$ cat src/power_defines.svh
// Purpose: Named offsets, field positions, reset values and counts
// Assumes: Byte-wide register port from the serial engine
// Notes:   Included by the package and by both modules
`ifndef POWER_DEFINES_SVH
`define POWER_DEFINES_SVH
// Register map
`define REG_STAT_ONE      8'h00
`define REG_STAT_TWO      8'h01
`define REG_STATE         8'h02
`define REG_CFG_ONE       8'h11
`define REG_CFG_TWO       8'h12
// General configuration one fields
`define CFG1_SW_EN        0
`define CFG1_CC_ONE       1
`define CFG1_CC_TWO       2
`define CFG1_AUTO_REC     3
// General configuration two fields
`define CFG2_SW_EN        0
`define CFG2_AUTO_DIS     1
`define CFG2_MAN_DIS_ONE  2
`define CFG2_MAN_DIS_TWO  3
// Fault status fields
`define FLT_TRIP          0
`define FLT_FLOOR         1
`define FLT_OTHER         2
// Widths and reset values
`define CNT_W             16
`define CODE_W            3
`define REG_RESET         8'h00
`define CODE_NONE         3'h0
`define CNT_ZERO          16'h0000
`define CNT_ONE           16'h0001
`define RECOVERY_DFLT     16'h0040
`define IDLE_SLEEP_DFLT   16'h0080
`endif

$ cat src/power_pkg.sv
// Purpose: Shared state types for the power state control
// Assumes: power_defines.svh holds the counter and fault code widths
// Notes:   One-hot state codes
`include "power_defines.svh"
package power_pkg;
  typedef enum logic [3:0] {
    DEV_OFF    = 4'b0001,
    DEV_SLEEP  = 4'b0010,
    DEV_ACTIVE = 4'b0100,
    DEV_ERROR  = 4'b1000
  } dev_state_t;
  typedef enum logic [2:0] {
    CH_IDLE   = 3'b001,
    CH_ACTIVE = 3'b010,
    CH_ERROR  = 3'b100
  } ch_state_t;
  typedef struct packed {
    ch_state_t               st;
    logic [`CNT_W-1:0]       cnt;
    logic                    sw;
    logic                    evt;
    logic [`CODE_W-1:0]      code;
  } ch_regs_t;
  typedef struct packed {
    dev_state_t              st;
    logic                    strap_done;
    logic                    standalone;
    logic                    pol_low;
    logic [7:0]              cfg1;
    logic [7:0]              cfg2;
    logic [7:0]              stat1;
    logic [7:0]              stat2;
    logic                    awake;
    logic [`CNT_W-1:0]       idle_cnt;
    logic [7:0]              rdata;
    logic                    rvalid;
    logic [1:0]              alert_n;
    logic [1:0]              dis;
  } top_regs_t;
endpackage

$ cat src/dual_port_power_state_control.sv
// Purpose: Power state and switch control for a two-port power switch
// Assumes: Serial engine supplies byte register strobes; analog levels synchronous
// Notes:   Off state is modelled by core_supply_ok low
// Functional notes
// - Each port enable control is its pin ORed with its software bit.
// - Below core supply threshold: no state kept, bus ignored, switches open.
// - Both controls inactive gives Sleep: switches open, buses grounded, state kept.
// - Active closes each enabled channel; disabled channel stays open.
// - Active performs switching and current limiting for enabled channels.
// - A fault puts only its own channel into fault handling.
// - Error state outranks Active when updating power state.
// - Entering fault handling records the fault in that channel's status.
// - Trip mode opens switch once current reaches the limit threshold.
// - Constant current keeps running; opens switch below the bus voltage floor.
// - Auto discharge grounds disabled ports; otherwise host commands discharge.
// - Stand-alone mode disables serial access; only pins remain.
// - First read while asleep wakes device and returns zero.
// - Auto recovery rechecks all faults after the cycle period.
// - Sleep releases and withholds both fault alerts.
`timescale 1ns/10ps
`default_nettype none
`include "power_defines.svh"
module dual_port_power_state_control #(
  parameter logic [`CNT_W-1:0] RECOVERY_CYCLES = `RECOVERY_DFLT,
  parameter logic [`CNT_W-1:0] IDLE_SLEEP_CYCLES = `IDLE_SLEEP_DFLT
) (
  // Clock and reset
  input  wire logic        clk,
  input  wire logic        rst_b,
  input  wire logic        core_supply_ok,
  // Strap and enable pins
  input  wire logic        standalone_strap,
  input  wire logic        port_one_enable_in,
  input  wire logic        port_two_enable_in,
  // Analog sensing per channel
  input  wire logic [1:0]  current_limit_threshold_reached,
  input  wire logic [1:0]  bus_below_floor,
  input  wire logic [1:0]  other_fault,
  // Register port
  input  wire logic        reg_wr,
  input  wire logic        reg_rd,
  input  wire logic [7:0]  reg_addr,
  input  wire logic [7:0]  reg_wdata,
  output logic [7:0]       reg_rdata,
  output logic             reg_rvalid,
  // Port outputs
  output logic [1:0]       switch_close,
  output logic [1:0]       discharge_on,
  output logic             port_one_fault_alert_n,
  output logic             port_two_fault_alert_n,
  output logic [3:0]       power_state
);
  power_pkg::top_regs_t s_ff;
  power_pkg::top_regs_t nxt_s;
  logic [1:0]           en_pin;
  logic                 pol_now;
  logic                 sa_now;
  logic [1:0]           en_ctl;
  logic [1:0]           ch_err;
  logic [1:0]           ch_evt;
  logic [`CODE_W-1:0]   code_one;
  logic [`CODE_W-1:0]   code_two;
  logic [1:0]           cc_sel;
  logic                 bus_ok;
  logic [7:0]           set1;
  logic [7:0]           set2;
  logic [7:0]           clr1;
  logic [7:0]           clr2;

  // Effective enable controls
  always_comb
  begin
    // Live strap on the capture edge, so pin polarity never glitches a switch
    sa_now = s_ff.strap_done ? s_ff.standalone : standalone_strap;
    pol_now = s_ff.strap_done ? s_ff.pol_low : standalone_strap;
    en_pin = {port_two_enable_in, port_one_enable_in} ^ {2{pol_now}};
    en_ctl[0] = en_pin[0] | (s_ff.cfg1[`CFG1_SW_EN] & !sa_now);
    en_ctl[1] = en_pin[1] | (s_ff.cfg2[`CFG2_SW_EN] & !sa_now);
    cc_sel = {s_ff.cfg1[`CFG1_CC_TWO], s_ff.cfg1[`CFG1_CC_ONE]};
  end

  // Channel one
  port_channel_ctrl #(
    .RECOVERY_CYCLES (RECOVERY_CYCLES)
  ) u_ch_one (
    .clk             (clk),
    .rst_b           (rst_b),
    .clear           (!core_supply_ok),
    .enable_ctl      (en_ctl[0]),
    .cc_mode         (cc_sel[0]),
    .auto_recovery   (s_ff.cfg1[`CFG1_AUTO_REC]),
    .current_limit_threshold_reached    (current_limit_threshold_reached[0]),
    .bus_below_floor (bus_below_floor[0]),
    .other_fault     (other_fault[0]),
    .switch_close    (switch_close[0]),
    .in_error        (ch_err[0]),
    .fault_evt       (ch_evt[0]),
    .fault_code      (code_one)
  );

  // Channel two
  port_channel_ctrl #(
    .RECOVERY_CYCLES (RECOVERY_CYCLES)
  ) u_ch_two (
    .clk             (clk),
    .rst_b           (rst_b),
    .clear           (!core_supply_ok),
    .enable_ctl      (en_ctl[1]),
    .cc_mode         (cc_sel[1]),
    .auto_recovery   (s_ff.cfg1[`CFG1_AUTO_REC]),
    .current_limit_threshold_reached    (current_limit_threshold_reached[1]),
    .bus_below_floor (bus_below_floor[1]),
    .other_fault     (other_fault[1]),
    .switch_close    (switch_close[1]),
    .in_error        (ch_err[1]),
    .fault_evt       (ch_evt[1]),
    .fault_code      (code_two)
  );

  // Next state of registers, power state and outputs
  always_comb
  begin
    nxt_s = s_ff;
    nxt_s.rvalid = 1'b0;
    set1 = `REG_RESET;
    set2 = `REG_RESET;
    clr1 = `REG_RESET;
    clr2 = `REG_RESET;
    // Strap caught once after reset release
    if (!s_ff.strap_done)
    begin
      nxt_s.strap_done = 1'b1;
      nxt_s.standalone = standalone_strap;
      nxt_s.pol_low = standalone_strap;
    end
    // Power state, error first
    if (|ch_err)
      nxt_s.st = power_pkg::DEV_ERROR;
    else if (!en_ctl[0] && !en_ctl[1])
      nxt_s.st = power_pkg::DEV_SLEEP;
    else
      nxt_s.st = power_pkg::DEV_ACTIVE;
    // Serial access gating
    bus_ok = !s_ff.standalone && s_ff.strap_done;
    if (s_ff.st != power_pkg::DEV_SLEEP)
      nxt_s.awake = 1'b0;
    else if (s_ff.awake && (reg_rd || reg_wr))
      nxt_s.idle_cnt = `CNT_ZERO;
    else if (s_ff.awake && (s_ff.idle_cnt >= IDLE_SLEEP_CYCLES - `CNT_ONE))
      nxt_s.awake = 1'b0;
    else if (s_ff.awake)
      nxt_s.idle_cnt = s_ff.idle_cnt + `CNT_ONE;
    // Register reads
    if (reg_rd && bus_ok)
    begin
      nxt_s.rvalid = 1'b1;
      nxt_s.rdata = `REG_RESET;
      if ((s_ff.st == power_pkg::DEV_SLEEP) && !s_ff.awake)
      begin
        nxt_s.awake = 1'b1;
        nxt_s.idle_cnt = `CNT_ZERO;
      end
      else
        case (reg_addr)
          `REG_STAT_ONE: nxt_s.rdata = s_ff.stat1;
          `REG_STAT_TWO: nxt_s.rdata = s_ff.stat2;
          `REG_STATE:    nxt_s.rdata = {4'h0, s_ff.st};
          `REG_CFG_ONE:  nxt_s.rdata = s_ff.cfg1;
          `REG_CFG_TWO:  nxt_s.rdata = s_ff.cfg2;
          default:       nxt_s.rdata = `REG_RESET;
        endcase
    end
    // Register writes, ignored while asleep and not yet woken
    if (reg_wr && bus_ok && ((s_ff.st != power_pkg::DEV_SLEEP) || s_ff.awake))
      case (reg_addr)
        `REG_STAT_ONE: clr1 = reg_wdata;
        `REG_STAT_TWO: clr2 = reg_wdata;
        `REG_CFG_ONE:  nxt_s.cfg1 = reg_wdata;
        `REG_CFG_TWO:  nxt_s.cfg2 = reg_wdata;
        default:       nxt_s.cfg1 = s_ff.cfg1;
      endcase
    // Fault recording, set wins over clear
    if (ch_evt[0])
      set1[`CODE_W-1:0] = code_one;
    if (ch_evt[1])
      set2[`CODE_W-1:0] = code_two;
    nxt_s.stat1 = (s_ff.stat1 & ~clr1) | set1;
    nxt_s.stat2 = (s_ff.stat2 & ~clr2) | set2;
    // Alerts low per faulted channel, never in Sleep
    nxt_s.alert_n = ~ch_err | {2{nxt_s.st == power_pkg::DEV_SLEEP}};
    // Discharge of open ports
    if (nxt_s.st == power_pkg::DEV_SLEEP)
      nxt_s.dis = 2'b11;
    else if (s_ff.cfg2[`CFG2_AUTO_DIS])
      nxt_s.dis = ~en_ctl | ch_err;
    else
      nxt_s.dis = {s_ff.cfg2[`CFG2_MAN_DIS_TWO], s_ff.cfg2[`CFG2_MAN_DIS_ONE]};
    // Reset and Off drop all state
    if (!rst_b || !core_supply_ok)
    begin
      nxt_s.st = power_pkg::DEV_OFF;
      nxt_s.strap_done = 1'b0;
      nxt_s.standalone = 1'b0;
      nxt_s.pol_low = 1'b0;
      nxt_s.cfg1 = `REG_RESET;
      nxt_s.cfg2 = `REG_RESET;
      nxt_s.stat1 = `REG_RESET;
      nxt_s.stat2 = `REG_RESET;
      nxt_s.awake = 1'b0;
      nxt_s.idle_cnt = `CNT_ZERO;
      nxt_s.rdata = `REG_RESET;
      nxt_s.rvalid = 1'b0;
      nxt_s.alert_n = 2'b11;
      nxt_s.dis = 2'b00;
    end
  end

  // State register
  always_ff @(posedge clk)
    s_ff <= nxt_s;

  // Outputs from flops
  assign reg_rdata              = s_ff.rdata;
  assign reg_rvalid             = s_ff.rvalid;
  assign discharge_on           = s_ff.dis;
  assign port_one_fault_alert_n = s_ff.alert_n[0];
  assign port_two_fault_alert_n = s_ff.alert_n[1];
  assign power_state            = s_ff.st;

  // Checks
  property p_enable_or;
    @(posedge clk) disable iff (!rst_b || !core_supply_ok)
      $rose(switch_close[0]) |-> $past(en_pin[0] || (s_ff.cfg1[`CFG1_SW_EN] && !s_ff.standalone));
  endproperty
  a_enable_or: assert property (p_enable_or) else $error("switch closed without enable");
  property p_off_open;
    @(posedge clk) disable iff (!rst_b)
      !core_supply_ok |=> (switch_close == 2'b00 && power_state == power_pkg::DEV_OFF && s_ff.cfg1 == `REG_RESET);
  endproperty
  a_off_open: assert property (p_off_open) else $error("off state kept switch or state");
  property p_sleep_quiet;
    @(posedge clk) disable iff (!rst_b || !core_supply_ok)
      (power_state == power_pkg::DEV_SLEEP) |-> (switch_close == 2'b00 && discharge_on == 2'b11);
  endproperty
  a_sleep_quiet: assert property (p_sleep_quiet) else $error("sleep with switch closed");
  property p_error_first;
    @(posedge clk) disable iff (!rst_b || !core_supply_ok)
      (|ch_err) |=> (power_state == power_pkg::DEV_ERROR);
  endproperty
  a_error_first: assert property (p_error_first) else $error("error not given precedence");
  property p_fault_logged;
    @(posedge clk) disable iff (!rst_b || !core_supply_ok)
      ch_evt[0] |=> ((s_ff.stat1[`CODE_W-1:0] & $past(code_one)) == $past(code_one));
  endproperty
  a_fault_logged: assert property (p_fault_logged) else $error("fault not recorded");
  property p_alert_sleep;
    @(posedge clk) disable iff (!rst_b || !core_supply_ok)
      (power_state == power_pkg::DEV_SLEEP) |-> (port_one_fault_alert_n && port_two_fault_alert_n);
  endproperty
  a_alert_sleep: assert property (p_alert_sleep) else $error("alert asserted in sleep");
  property p_standalone_lock;
    @(posedge clk) disable iff (!rst_b || !core_supply_ok)
      (s_ff.standalone && reg_wr) |=> ($stable(s_ff.cfg1) && $stable(s_ff.cfg2) && !reg_rvalid);
  endproperty
  a_standalone_lock: assert property (p_standalone_lock) else $error("serial access in stand-alone");
  property p_dummy_read;
    @(posedge clk) disable iff (!rst_b || !core_supply_ok)
      (reg_rd && bus_ok && power_state == power_pkg::DEV_SLEEP && !s_ff.awake) |=> (reg_rvalid && reg_rdata == `REG_RESET);
  endproperty
  a_dummy_read: assert property (p_dummy_read) else $error("dummy read not zero");
  property p_auto_dis;
    @(posedge clk) disable iff (!rst_b || !core_supply_ok)
      (s_ff.cfg2[`CFG2_AUTO_DIS] && !en_ctl[0] && !ch_err[0] && en_ctl[1]) |=> discharge_on[0];
  endproperty
  a_auto_dis: assert property (p_auto_dis) else $error("disabled port not discharged");
  property p_sw_reset_zero;
    @(posedge clk) disable iff (!core_supply_ok)
      $rose(rst_b) |-> (!s_ff.cfg1[`CFG1_SW_EN] && !s_ff.cfg2[`CFG2_SW_EN]);
  endproperty
  a_sw_reset_zero: assert property (p_sw_reset_zero) else $error("software enable not cleared by reset");
  property p_standalone_read;
    @(posedge clk) disable iff (!rst_b || !core_supply_ok)
      (s_ff.standalone && reg_rd) |=> !reg_rvalid;
  endproperty
  a_standalone_read: assert property (p_standalone_read) else $error("read answered in stand-alone");
  property p_idle_open;
    @(posedge clk) disable iff (!rst_b || !core_supply_ok)
      !$past(en_ctl[1]) |-> !switch_close[1];
  endproperty
  a_idle_open: assert property (p_idle_open) else $error("disabled channel switch closed");
  property p_manual_dis;
    @(posedge clk) disable iff (!rst_b || !core_supply_ok)
      !s_ff.cfg2[`CFG2_AUTO_DIS] |=> ((power_state == power_pkg::DEV_SLEEP)
        || (discharge_on == $past({s_ff.cfg2[`CFG2_MAN_DIS_TWO], s_ff.cfg2[`CFG2_MAN_DIS_ONE]})));
  endproperty
  a_manual_dis: assert property (p_manual_dis) else $error("manual discharge not followed");
  property p_asleep_write;
    @(posedge clk) disable iff (!rst_b || !core_supply_ok)
      (reg_wr && power_state == power_pkg::DEV_SLEEP && !s_ff.awake)
        |=> ($stable(s_ff.cfg1) && $stable(s_ff.cfg2));
  endproperty
  a_asleep_write: assert property (p_asleep_write) else $error("write landed before wake");
  c_trip: cover property (@(posedge clk) disable iff (!rst_b) ch_evt[0] ##1 !port_one_fault_alert_n);
  c_wake: cover property (@(posedge clk) disable iff (!rst_b) s_ff.awake ##1 reg_rvalid);
  c_both_on: cover property (@(posedge clk) disable iff (!rst_b) switch_close == 2'b11);
endmodule // dual_port_power_state_control
`default_nettype wire

$ cat src/port_channel_ctrl.sv
// Purpose: One port channel: switch control, limiting and fault handling
// Assumes: Analog comparators arrive as synchronous levels
// Notes:   Switch output is a flop that follows the channel state
`timescale 1ns/10ps
`default_nettype none
`include "power_defines.svh"
module port_channel_ctrl #(
  parameter logic [`CNT_W-1:0] RECOVERY_CYCLES = `RECOVERY_DFLT
) (
  // Clock and reset
  input  wire logic                clk,
  input  wire logic                rst_b,
  input  wire logic                clear,
  // Control
  input  wire logic                enable_ctl,
  input  wire logic                cc_mode,
  input  wire logic                auto_recovery,
  // Sensing
  input  wire logic                current_limit_threshold_reached,
  input  wire logic                bus_below_floor,
  input  wire logic                other_fault,
  // Results
  output logic                     switch_close,
  output logic                     in_error,
  output logic                     fault_evt,
  output logic [`CODE_W-1:0]       fault_code
);
  power_pkg::ch_regs_t s_ff;
  power_pkg::ch_regs_t nxt_s;
  logic [`CODE_W-1:0]  flt;

  // Fault vector per limiting mode
  always_comb
  begin
    flt = `CODE_NONE;
    flt[`FLT_TRIP]  = !cc_mode && current_limit_threshold_reached;
    flt[`FLT_FLOOR] = cc_mode && bus_below_floor;
    flt[`FLT_OTHER] = other_fault;
    nxt_s = s_ff;
    nxt_s.evt = 1'b0;
    nxt_s.code = `CODE_NONE;
    case (s_ff.st)
      power_pkg::CH_IDLE:
        if (enable_ctl && (|flt))
        begin
          nxt_s.st = power_pkg::CH_ERROR;
          nxt_s.evt = 1'b1;
          nxt_s.code = flt;
          nxt_s.cnt = `CNT_ZERO;
        end
        else if (enable_ctl)
          nxt_s.st = power_pkg::CH_ACTIVE;
      power_pkg::CH_ACTIVE:
        if (|flt)
        begin
          nxt_s.st = power_pkg::CH_ERROR;
          nxt_s.evt = 1'b1;
          nxt_s.code = flt;
          nxt_s.cnt = `CNT_ZERO;
        end
        else if (!enable_ctl)
          nxt_s.st = power_pkg::CH_IDLE;
      power_pkg::CH_ERROR:
        if (auto_recovery)
        begin
          if (s_ff.cnt >= RECOVERY_CYCLES - `CNT_ONE)
          begin
            nxt_s.cnt = `CNT_ZERO;
            if (!(current_limit_threshold_reached || bus_below_floor || other_fault))
              nxt_s.st = enable_ctl ? power_pkg::CH_ACTIVE : power_pkg::CH_IDLE;
          end
          else
            nxt_s.cnt = s_ff.cnt + `CNT_ONE;
        end
        else if (!enable_ctl)
          nxt_s.st = power_pkg::CH_IDLE;
      default:
        nxt_s.st = power_pkg::CH_IDLE;
    endcase
    nxt_s.sw = (nxt_s.st == power_pkg::CH_ACTIVE);
    if (!rst_b || clear)
    begin
      nxt_s.st = power_pkg::CH_IDLE;
      nxt_s.cnt = `CNT_ZERO;
      nxt_s.sw = 1'b0;
      nxt_s.evt = 1'b0;
      nxt_s.code = `CODE_NONE;
    end
  end

  // State register
  always_ff @(posedge clk)
    s_ff <= nxt_s;

  assign switch_close = s_ff.sw;
  assign in_error     = (s_ff.st == power_pkg::CH_ERROR);
  assign fault_evt    = s_ff.evt;
  assign fault_code   = s_ff.code;

  // Checks
  property p_trip_opens;
    @(posedge clk) disable iff (!rst_b || clear)
      (switch_close && !cc_mode && current_limit_threshold_reached) |=> (!switch_close && in_error && fault_code[`FLT_TRIP]);
  endproperty
  a_trip_opens: assert property (p_trip_opens) else $error("trip did not open switch");
  property p_cc_keeps;
    @(posedge clk) disable iff (!rst_b || clear)
      (switch_close && cc_mode && current_limit_threshold_reached && !bus_below_floor && !other_fault && enable_ctl) |=> switch_close;
  endproperty
  a_cc_keeps: assert property (p_cc_keeps) else $error("constant current dropped switch");
  property p_floor_opens;
    @(posedge clk) disable iff (!rst_b || clear)
      (switch_close && cc_mode && bus_below_floor) |=> (!switch_close ##1 !switch_close);
  endproperty
  a_floor_opens: assert property (p_floor_opens) else $error("floor did not open switch");
  property p_recover_clean;
    @(posedge clk) disable iff (!rst_b || clear)
      (in_error && auto_recovery ##1 !in_error) |-> $past(!(current_limit_threshold_reached || bus_below_floor || other_fault));
  endproperty
  a_recover_clean: assert property (p_recover_clean) else $error("recovered with fault present");
  c_recovery: cover property (@(posedge clk) disable iff (!rst_b) in_error ##1 !in_error ##1 switch_close);
endmodule // port_channel_ctrl
`default_nettype wire

$ cat config.mk
export PLATFORM = sky130hd
export DESIGN_NAME = dual_port_power_state_control
export DESIGN_NICKNAME = d
export VERILOG_FILES = /design/src/power_pkg.sv /design/src/dual_port_power_state_control.sv /design/src/port_channel_ctrl.sv
export VERILOG_INCLUDE_DIRS = /design/src
export SDC_FILE = /design/constraint.sdc
export NUM_CORES = 1
export LEC_CHECK = 0
export BUFFER_PORTS_ARGS = -buffer_cell sky130_fd_sc_hd__buf_2
export CORE_ASPECT_RATIO = 1.1
export CORE_MARGIN = 2
export CORE_UTILIZATION = 40
export DETAILED_ROUTE_END_ITERATION = 16
export PLACE_DENSITY = 0.68
export SYNTH_ARGS = -nofsm -noshare
export SYNTH_HDL_FRONTEND = slang
export SYNTH_SLANG_ARGS = --single-unit
$ cat constraint.sdc
create_clock -name clk -period 2.7 [get_ports clk]
set_clock_uncertainty 0.15 [all_clocks]
set_input_delay 0.135 -clock clk [delete_from_list [all_inputs] [get_ports clk]]
set_output_delay 0.135 -clock clk [all_outputs]
set_load 0.03 [all_outputs]
* Yosys cells after proc, flatten, opt, wreduce, memory -nomap -nowiden
Index checks and enable logic that the tools add are counted.
Word-level totals: register bits after elaboration 116, bits in latches 0, RAM bits 0, bits in read-only memories 0, bits of input ports 30, output and inout bits 19, memories 0
Cells by class: add/sub/neg operators 3, $mul 0, div/mod/pow operators 0, $lt $le $gt $ge 3, eq/ne operators 21, shift operators 0, muxes and demuxes 56, bitwise operators 15, reduce and logical (&&, ||, !) cells 40
Operator list (number):
- $mux W16 | 12
- $pmux W16 S3 | 2
- $mux W3 | 17
- $add A16 B1 Y16 const B | 3
- $mux W8 | 5
- $pmux W8 S5 | 1
- $ge A16 B6 Y1 const B | 2
- $mux W26 | 1
- $mux W4 | 5
- $pmux W3 S3 | 2
- $mux W17 | 1
- $and A8 B8 Y8 | 2
- $eq A8 B5 Y1 const B | 2
- $ge A16 B7 Y1 const B | 1
- $not A8 Y8 | 2
- $or A8 B3 Y8 | 2
- $pmux W4 S2 | 2
- $logic_and A1 B1 Y1 | 14
- $eq A3 B2 Y1 const B | 4
- $logic_not A1 Y1 | 9
- $eq A4 B2 Y1 const B | 2
- $eq A8 B1 Y1 const B | 1
- $eq A8 B2 Y1 const B | 1
- $logic_not A8 Y1 | 1
- other kinds (18) | 44

* Longest topological paths before layout
depth after elaboration 10, gate-level depth with buffers 8, gate-level depth less buffers 7

* By module
A second synthesis with hierarchy kept.
Unflattened totals: cells, all modules 600, area, all modules 5549.1 um^2
Modules (own cells, without submodules):
- dual_port_power_state_control | instances 1, cells each 319, area an instance 3044.2 um^2, seq. area each 1361.3 um^2
- port_channel_ctrl (u_ch_two) | instances 1, cells each 149, area an instance 1323.8 um^2, seq. area each 480.5 um^2
- port_channel_ctrl (u_ch_one) | instances 1, cells each 132, area an instance 1181.1 um^2, seq. area each 480.5 um^2

* Least setup slack after synthesis
No wires, ideal clock.
path type reg-to-reg, start reg s_ff[64] (netlist bit), end reg u_ch_one.s_ff[12] (netlist bit), arrival time 2115 ps, data required time 2422 ps, slack 308 ps, cell stages (with the launch flop) 8, period minus slack after synthesis 2392 ps, cell sequence dfxtp_1 -> mux2i_2 -> mux2_2 -> o41ai_1 -> a21o_1 -> a21o_1 -> clkbuf_1 -> nor2_1
On the way: word-level cells in the longest chain between the ends 7, elaborated cells between the ends (all ways) 8, those cells by class eq/ne: 1; mux: 1; bitwise: 3; reduce/logical: 3
Ends and longest elaborated chain:
- from (decl) | RTL line dual_port_power_state_control.sv:53 | power_pkg::top_regs_t s_ff;
- from (signal assigned) | RTL line dual_port_power_state_control.sv:220 | s_ff <= nxt_s;
- $mux W1 (*) | RTL line dual_port_power_state_control.sv:75 | pol_now = s_ff.strap_done ? s_ff.pol_low : standalone_strap;
- $logic_not A1 Y1 | RTL line dual_port_power_state_control.sv:77 | en_ctl[0] = en_pin[0] | (s_ff.cfg1[`CFG1_SW_EN] & !sa_now);
- $and A1 B1 Y1 | RTL line dual_port_power_state_control.sv:77
- $or A1 B1 Y1 (*) | RTL line dual_port_power_state_control.sv:77
- $logic_and A1 B1 Y1 (*) | RTL line port_channel_ctrl.sv:44 | if (enable_ctl && (|flt))
- $ne A2 B1 Y1 (no source line) (*)
- $reduce_and A4 Y1 (no source line) (*)
- to (signal assigned) | RTL line port_channel_ctrl.sv:93 | s_ff <= nxt_s;
- to (decl) | RTL line port_channel_ctrl.sv:28 | power_pkg::ch_regs_t s_ff;
Every way passes the cells marked *; elsewhere a longest branch is shown, timed or not. A chain may end at the register's enable or synchronous reset.

* Worst setup path after layout
start reg s_ff[64] (netlist bit), end reg u_ch_one.s_ff[6] (netlist bit)
Same word-level chain as after synthesis.

==> impl_metrics.tcl <==
set metrics [dict create \
    status "complete, no violations" \
    io_pins 49 \
    rrSetupSlack_ns 0.16 \
    path_clk_slew_ns 0.05 \
    ant_nets 0 \
    place.gp.congestion 0.8677 \
    route.met3.wl_um 558 \
    drv_slew 0 \
    clock-root-buffer "clkbuf_16" \
    crit_fanout 10 \
    critPathLaunchType "register" \
    vias 4327 \
    final_layout_size_suffix_gt1_share_pct 15.93 \
    portBuffers 48 \
    seqPwrFrac_pct 39.9 \
    required_ns 2.85 \
    ys_types 59 \
    arrival_ns 2.69 \
    p_clk_share_pct 55.0 \
    numClockSinks 116 \
    min_from "current_limit_threshold_reached[0]" \
    fin_crit_ns 2.544 \
    netlist.area_leader.share_pct 47.13 \
    hold_path_end "u_ch_one.fault_code[0]$_SDFF_PP0_" \
    internal-power_mw 3.452 \
    max_freq_mhz 393.1 \
    tightest_slew_ns 1.052 \
    start_util_pct 40.94 \
    areaGrowthSynthToFinish_pct 23.54 \
    rr_worst_depth 7 \
    endpoint_kind "register" \
    p_comb_share_pct 5.2 \
    antenna_cells 0 \
    min-delay-path-class "primary input to register" \
    synth_most_common_cell "dfxtp_1" \
    yosysWarnings 0 \
    cap_violations 0 \
    finish.utilization_pct 50.58 \
    die_w_um 109.8 \
    fin_nets 673 \
    placed_area_um2 5293 \
    syn_nets 610 \
    synth_seq_cells 116 \
    maxSlewHeadroom_pct 29.68 \
    power.leakage_nw 2.362 \
    antenna_found_initial 0 \
    cpPeakStageDelay_ns 0.45 \
    synth_ff_type "dfxtp_1" \
    grt_start_max_net_pins 44 \
    switching_share_pct 20.85 \
    groute.usage.overall_pct 18.57 \
    coreArea_um2 12030 \
    crit_chain "mux2i_2 -> mux2_2 -> o41ai_1 -> a21o_1 -> buf_4 -> mux2i_1 -> nor2_1" \
    die_y_um 120.4 \
    cts_buffers 17 \
    avgSynthCellArea_um2 8.539 \
    crit_type "register to register" \
    cts_buffer_depth 2 \
    report.final.hold_viol_count 0 \
    fin_crit_sh_pct 94.21 \
    timing.rr.start "s_ff[64]$_SDFF_PP0_" \
    first_iter_violations 391 \
    setup_violations 0 \
    yosys-top-cells-count "dfxtp_1, nor2_1, nand2_1" \
    highest_layer "met4" \
    place_ws_ns 0.1761 \
    hold_path_depth 3 \
    rsz0062_at_grt "false" \
    hold_ws_ns 0.03355 \
    routed_wl_mm 11.65 \
    yosys.area.top_type "dfxtp_1" \
    drtPass1Iterations 6 \
    async_flop_share_pct 0 \
    dp_hpwl_mm 8.074 \
    worst_slack_ns 0.1564 \
    fin_area_um2 6087 \
    ir_worst_vdd_mv 0.4464 \
    overflow 0 \
    wl_met2_mm 5.609 \
    cts_setup_buffers 0 \
    avgRoutedWirePerCell_um 14.44 \
    synth-edff-count 0 \
    critPathSlowestCell "mux2_2" \
    drc_errors 0 \
    routed_via_density 5.362 \
    grt_pass1_wl_mm 19.00 \
    ys_seq_area_share_pct 47.13 \
    wl_met1_mm 5.229 \
    cts_tree "yes" \
    die-area_um2 13220 \
    synth_area_leaders "dfxtp_1, nor2_1, nand2_1, mux2i_1, a21oi_1" \
    syn-cell-area_um2 4927 \
    p_sw_uw 909.5 \
    syn_inst 577 \
    r2r_end "u_ch_one.s_ff[6]$_SDFFE_PP0P_" \
    num_rows 42 \
    htreeDepth 4 \
    clkLatencyLatePin_ns 0.42 \
    power_density_nw_per_um2 716.5 \
    tns_ns 0 \
    grt_pass1_vias 4091 \
]
## cell type report
cell class              instances  area, um^2
well taps                     154       192.7
clock buffers                  23       488.0
clock inverters                 9       148.9
fillers                      1129        5947
flip-flops and latches        116        2322
repair buffers                 81       525.5
inverters                       9       33.78
multi-input cells             415        2376
## cell families (layout without fill, tap and decap cells)
group,after synthesis,in the layout,share of synthesized area [%]
and+or+nand+nor,255,255,24.35
AOI/OAI and AO/OA,121,121,15.82
DFF,116,116,47.13
buffers and inverters,46,122,4.799
muxes,25,25,5.180
xor gates and xnor gates,11,11,1.955
adders and majority gates,3,3,0.7619
## sequential cells by signal, indices dropped and copies added (netlist names)
register / cells
discharge_on: 2
u_ch_one.s_ff: 19
s_ff: 49
power_state: 4
u_ch_one.switch_close: 1
port_two_fault_alert_n: 1
u_ch_two.s_ff: 19
u_ch_two.fault_code: 3
reg_rvalid: 1
reg_rdata: 8
u_ch_one.fault_code: 3
cc_sel: 2
u_ch_two.fault_evt: 1
u_ch_one.fault_evt: 1
u_ch_two.switch_close: 1
port_one_fault_alert_n: 1
## metal layers
metal / GRT usage, % / vias to the layer above
li1: - / 2147
met2: 30.48 / 119
met3: 5.660 / 27
met1: 22.05 / 2034
met4: 8.307 / 0
met5: 0 / -
## power by group through the flow
stage / sequential (mW) / combinational [mW] / clock, mW
6_report: 1.74 / 0.225 / 2.40
5_1_grt: 1.74 / 0.247 / 2.51
4_1_cts: 1.74 / 0.222 / 2.44
3_5_place_dp: 1.77 / 0.203 / 0
3_3_place_gp: 1.77 / 0.200 / 0
2_1_floorplan: 1.77 / 0.135 / 0
## cells in the final DEF, fill, tap and decap left out, drive strengths merged, types with 3 or more instances in the layout
cell,synthesis,routed
or3,3,3
a21o,4,4
and3,20,20
nand3,18,18
or4,3,3
a41oi,3,3
clkbuf,18,23
xor2,6,6
dfxtp,116,116
xnor2,5,5
mux2i,24,24
dlygate4sd3,0,15
a221o,3,3
o211ai,5,5
nor4,6,6
nor2b,9,9
a31oi,8,8
buf,19,66
a21oi,43,43
ha,3,3
inv,8,8
nor2,94,94
nand2,64,64
a22oi,11,11
clkinv,1,6
nor3,11,11
o21ai,24,24
bufinv,0,4
nand4,3,3
nand2b,7,7
nor3b,5,5
and2,5,5
## how the worst max path moves through the flow
| stage | startpoint | endpoint |
|---|---|---|
| after detailed placement | s_ff[64]$_SDFF_PP0_ | u_ch_one.s_ff[6]$_SDFFE_PP0P_ |
| final | s_ff[64]$_SDFF_PP0_ | u_ch_one.s_ff[6]$_SDFFE_PP0P_ |
| after floorplan | s_ff[64]$_SDFF_PP0_ | u_ch_one.s_ff[12]$_SDFFE_PP0P_ |
| after global routing | s_ff[64]$_SDFF_PP0_ | u_ch_two.s_ff[20]$_SDFFE_PP0P_ |
| after CTS | s_ff[64]$_SDFF_PP0_ | u_ch_two.s_ff[18]$_SDFFE_PP0P_ |
| after global placement | s_ff[64]$_SDFF_PP0_ | u_ch_one.s_ff[6]$_SDFFE_PP0P_ |
## stage by stage
step           cells  power, mW
6_report         807      4.361
5_1_grt          807      4.500
2_1_floorplan    577      1.906
3_3_place_gp     760      1.975
3_5_place_dp     760      1.978
4_1_cts          807      4.400
## what timing repair did
action / 4_1_cts / 5_1_grt
hold buffers: 15 / 0
endpoints found under the hold margin: 42 / 0
endpoints found under the setup margin: 0 / 1
gates resized for setup: 0 / 1
## critical path: cells and delay by family (launching register included)
family                 cells  cell delay, ns
buffers and inverters      1            0.18
AO/OA/AOI/OAI              2            0.62
AND/OR/NAND/NOR            1            0.05
flip-flops                 1            0.35
multiplexers               3            1.08
Power figures use the tool's default switching activity.
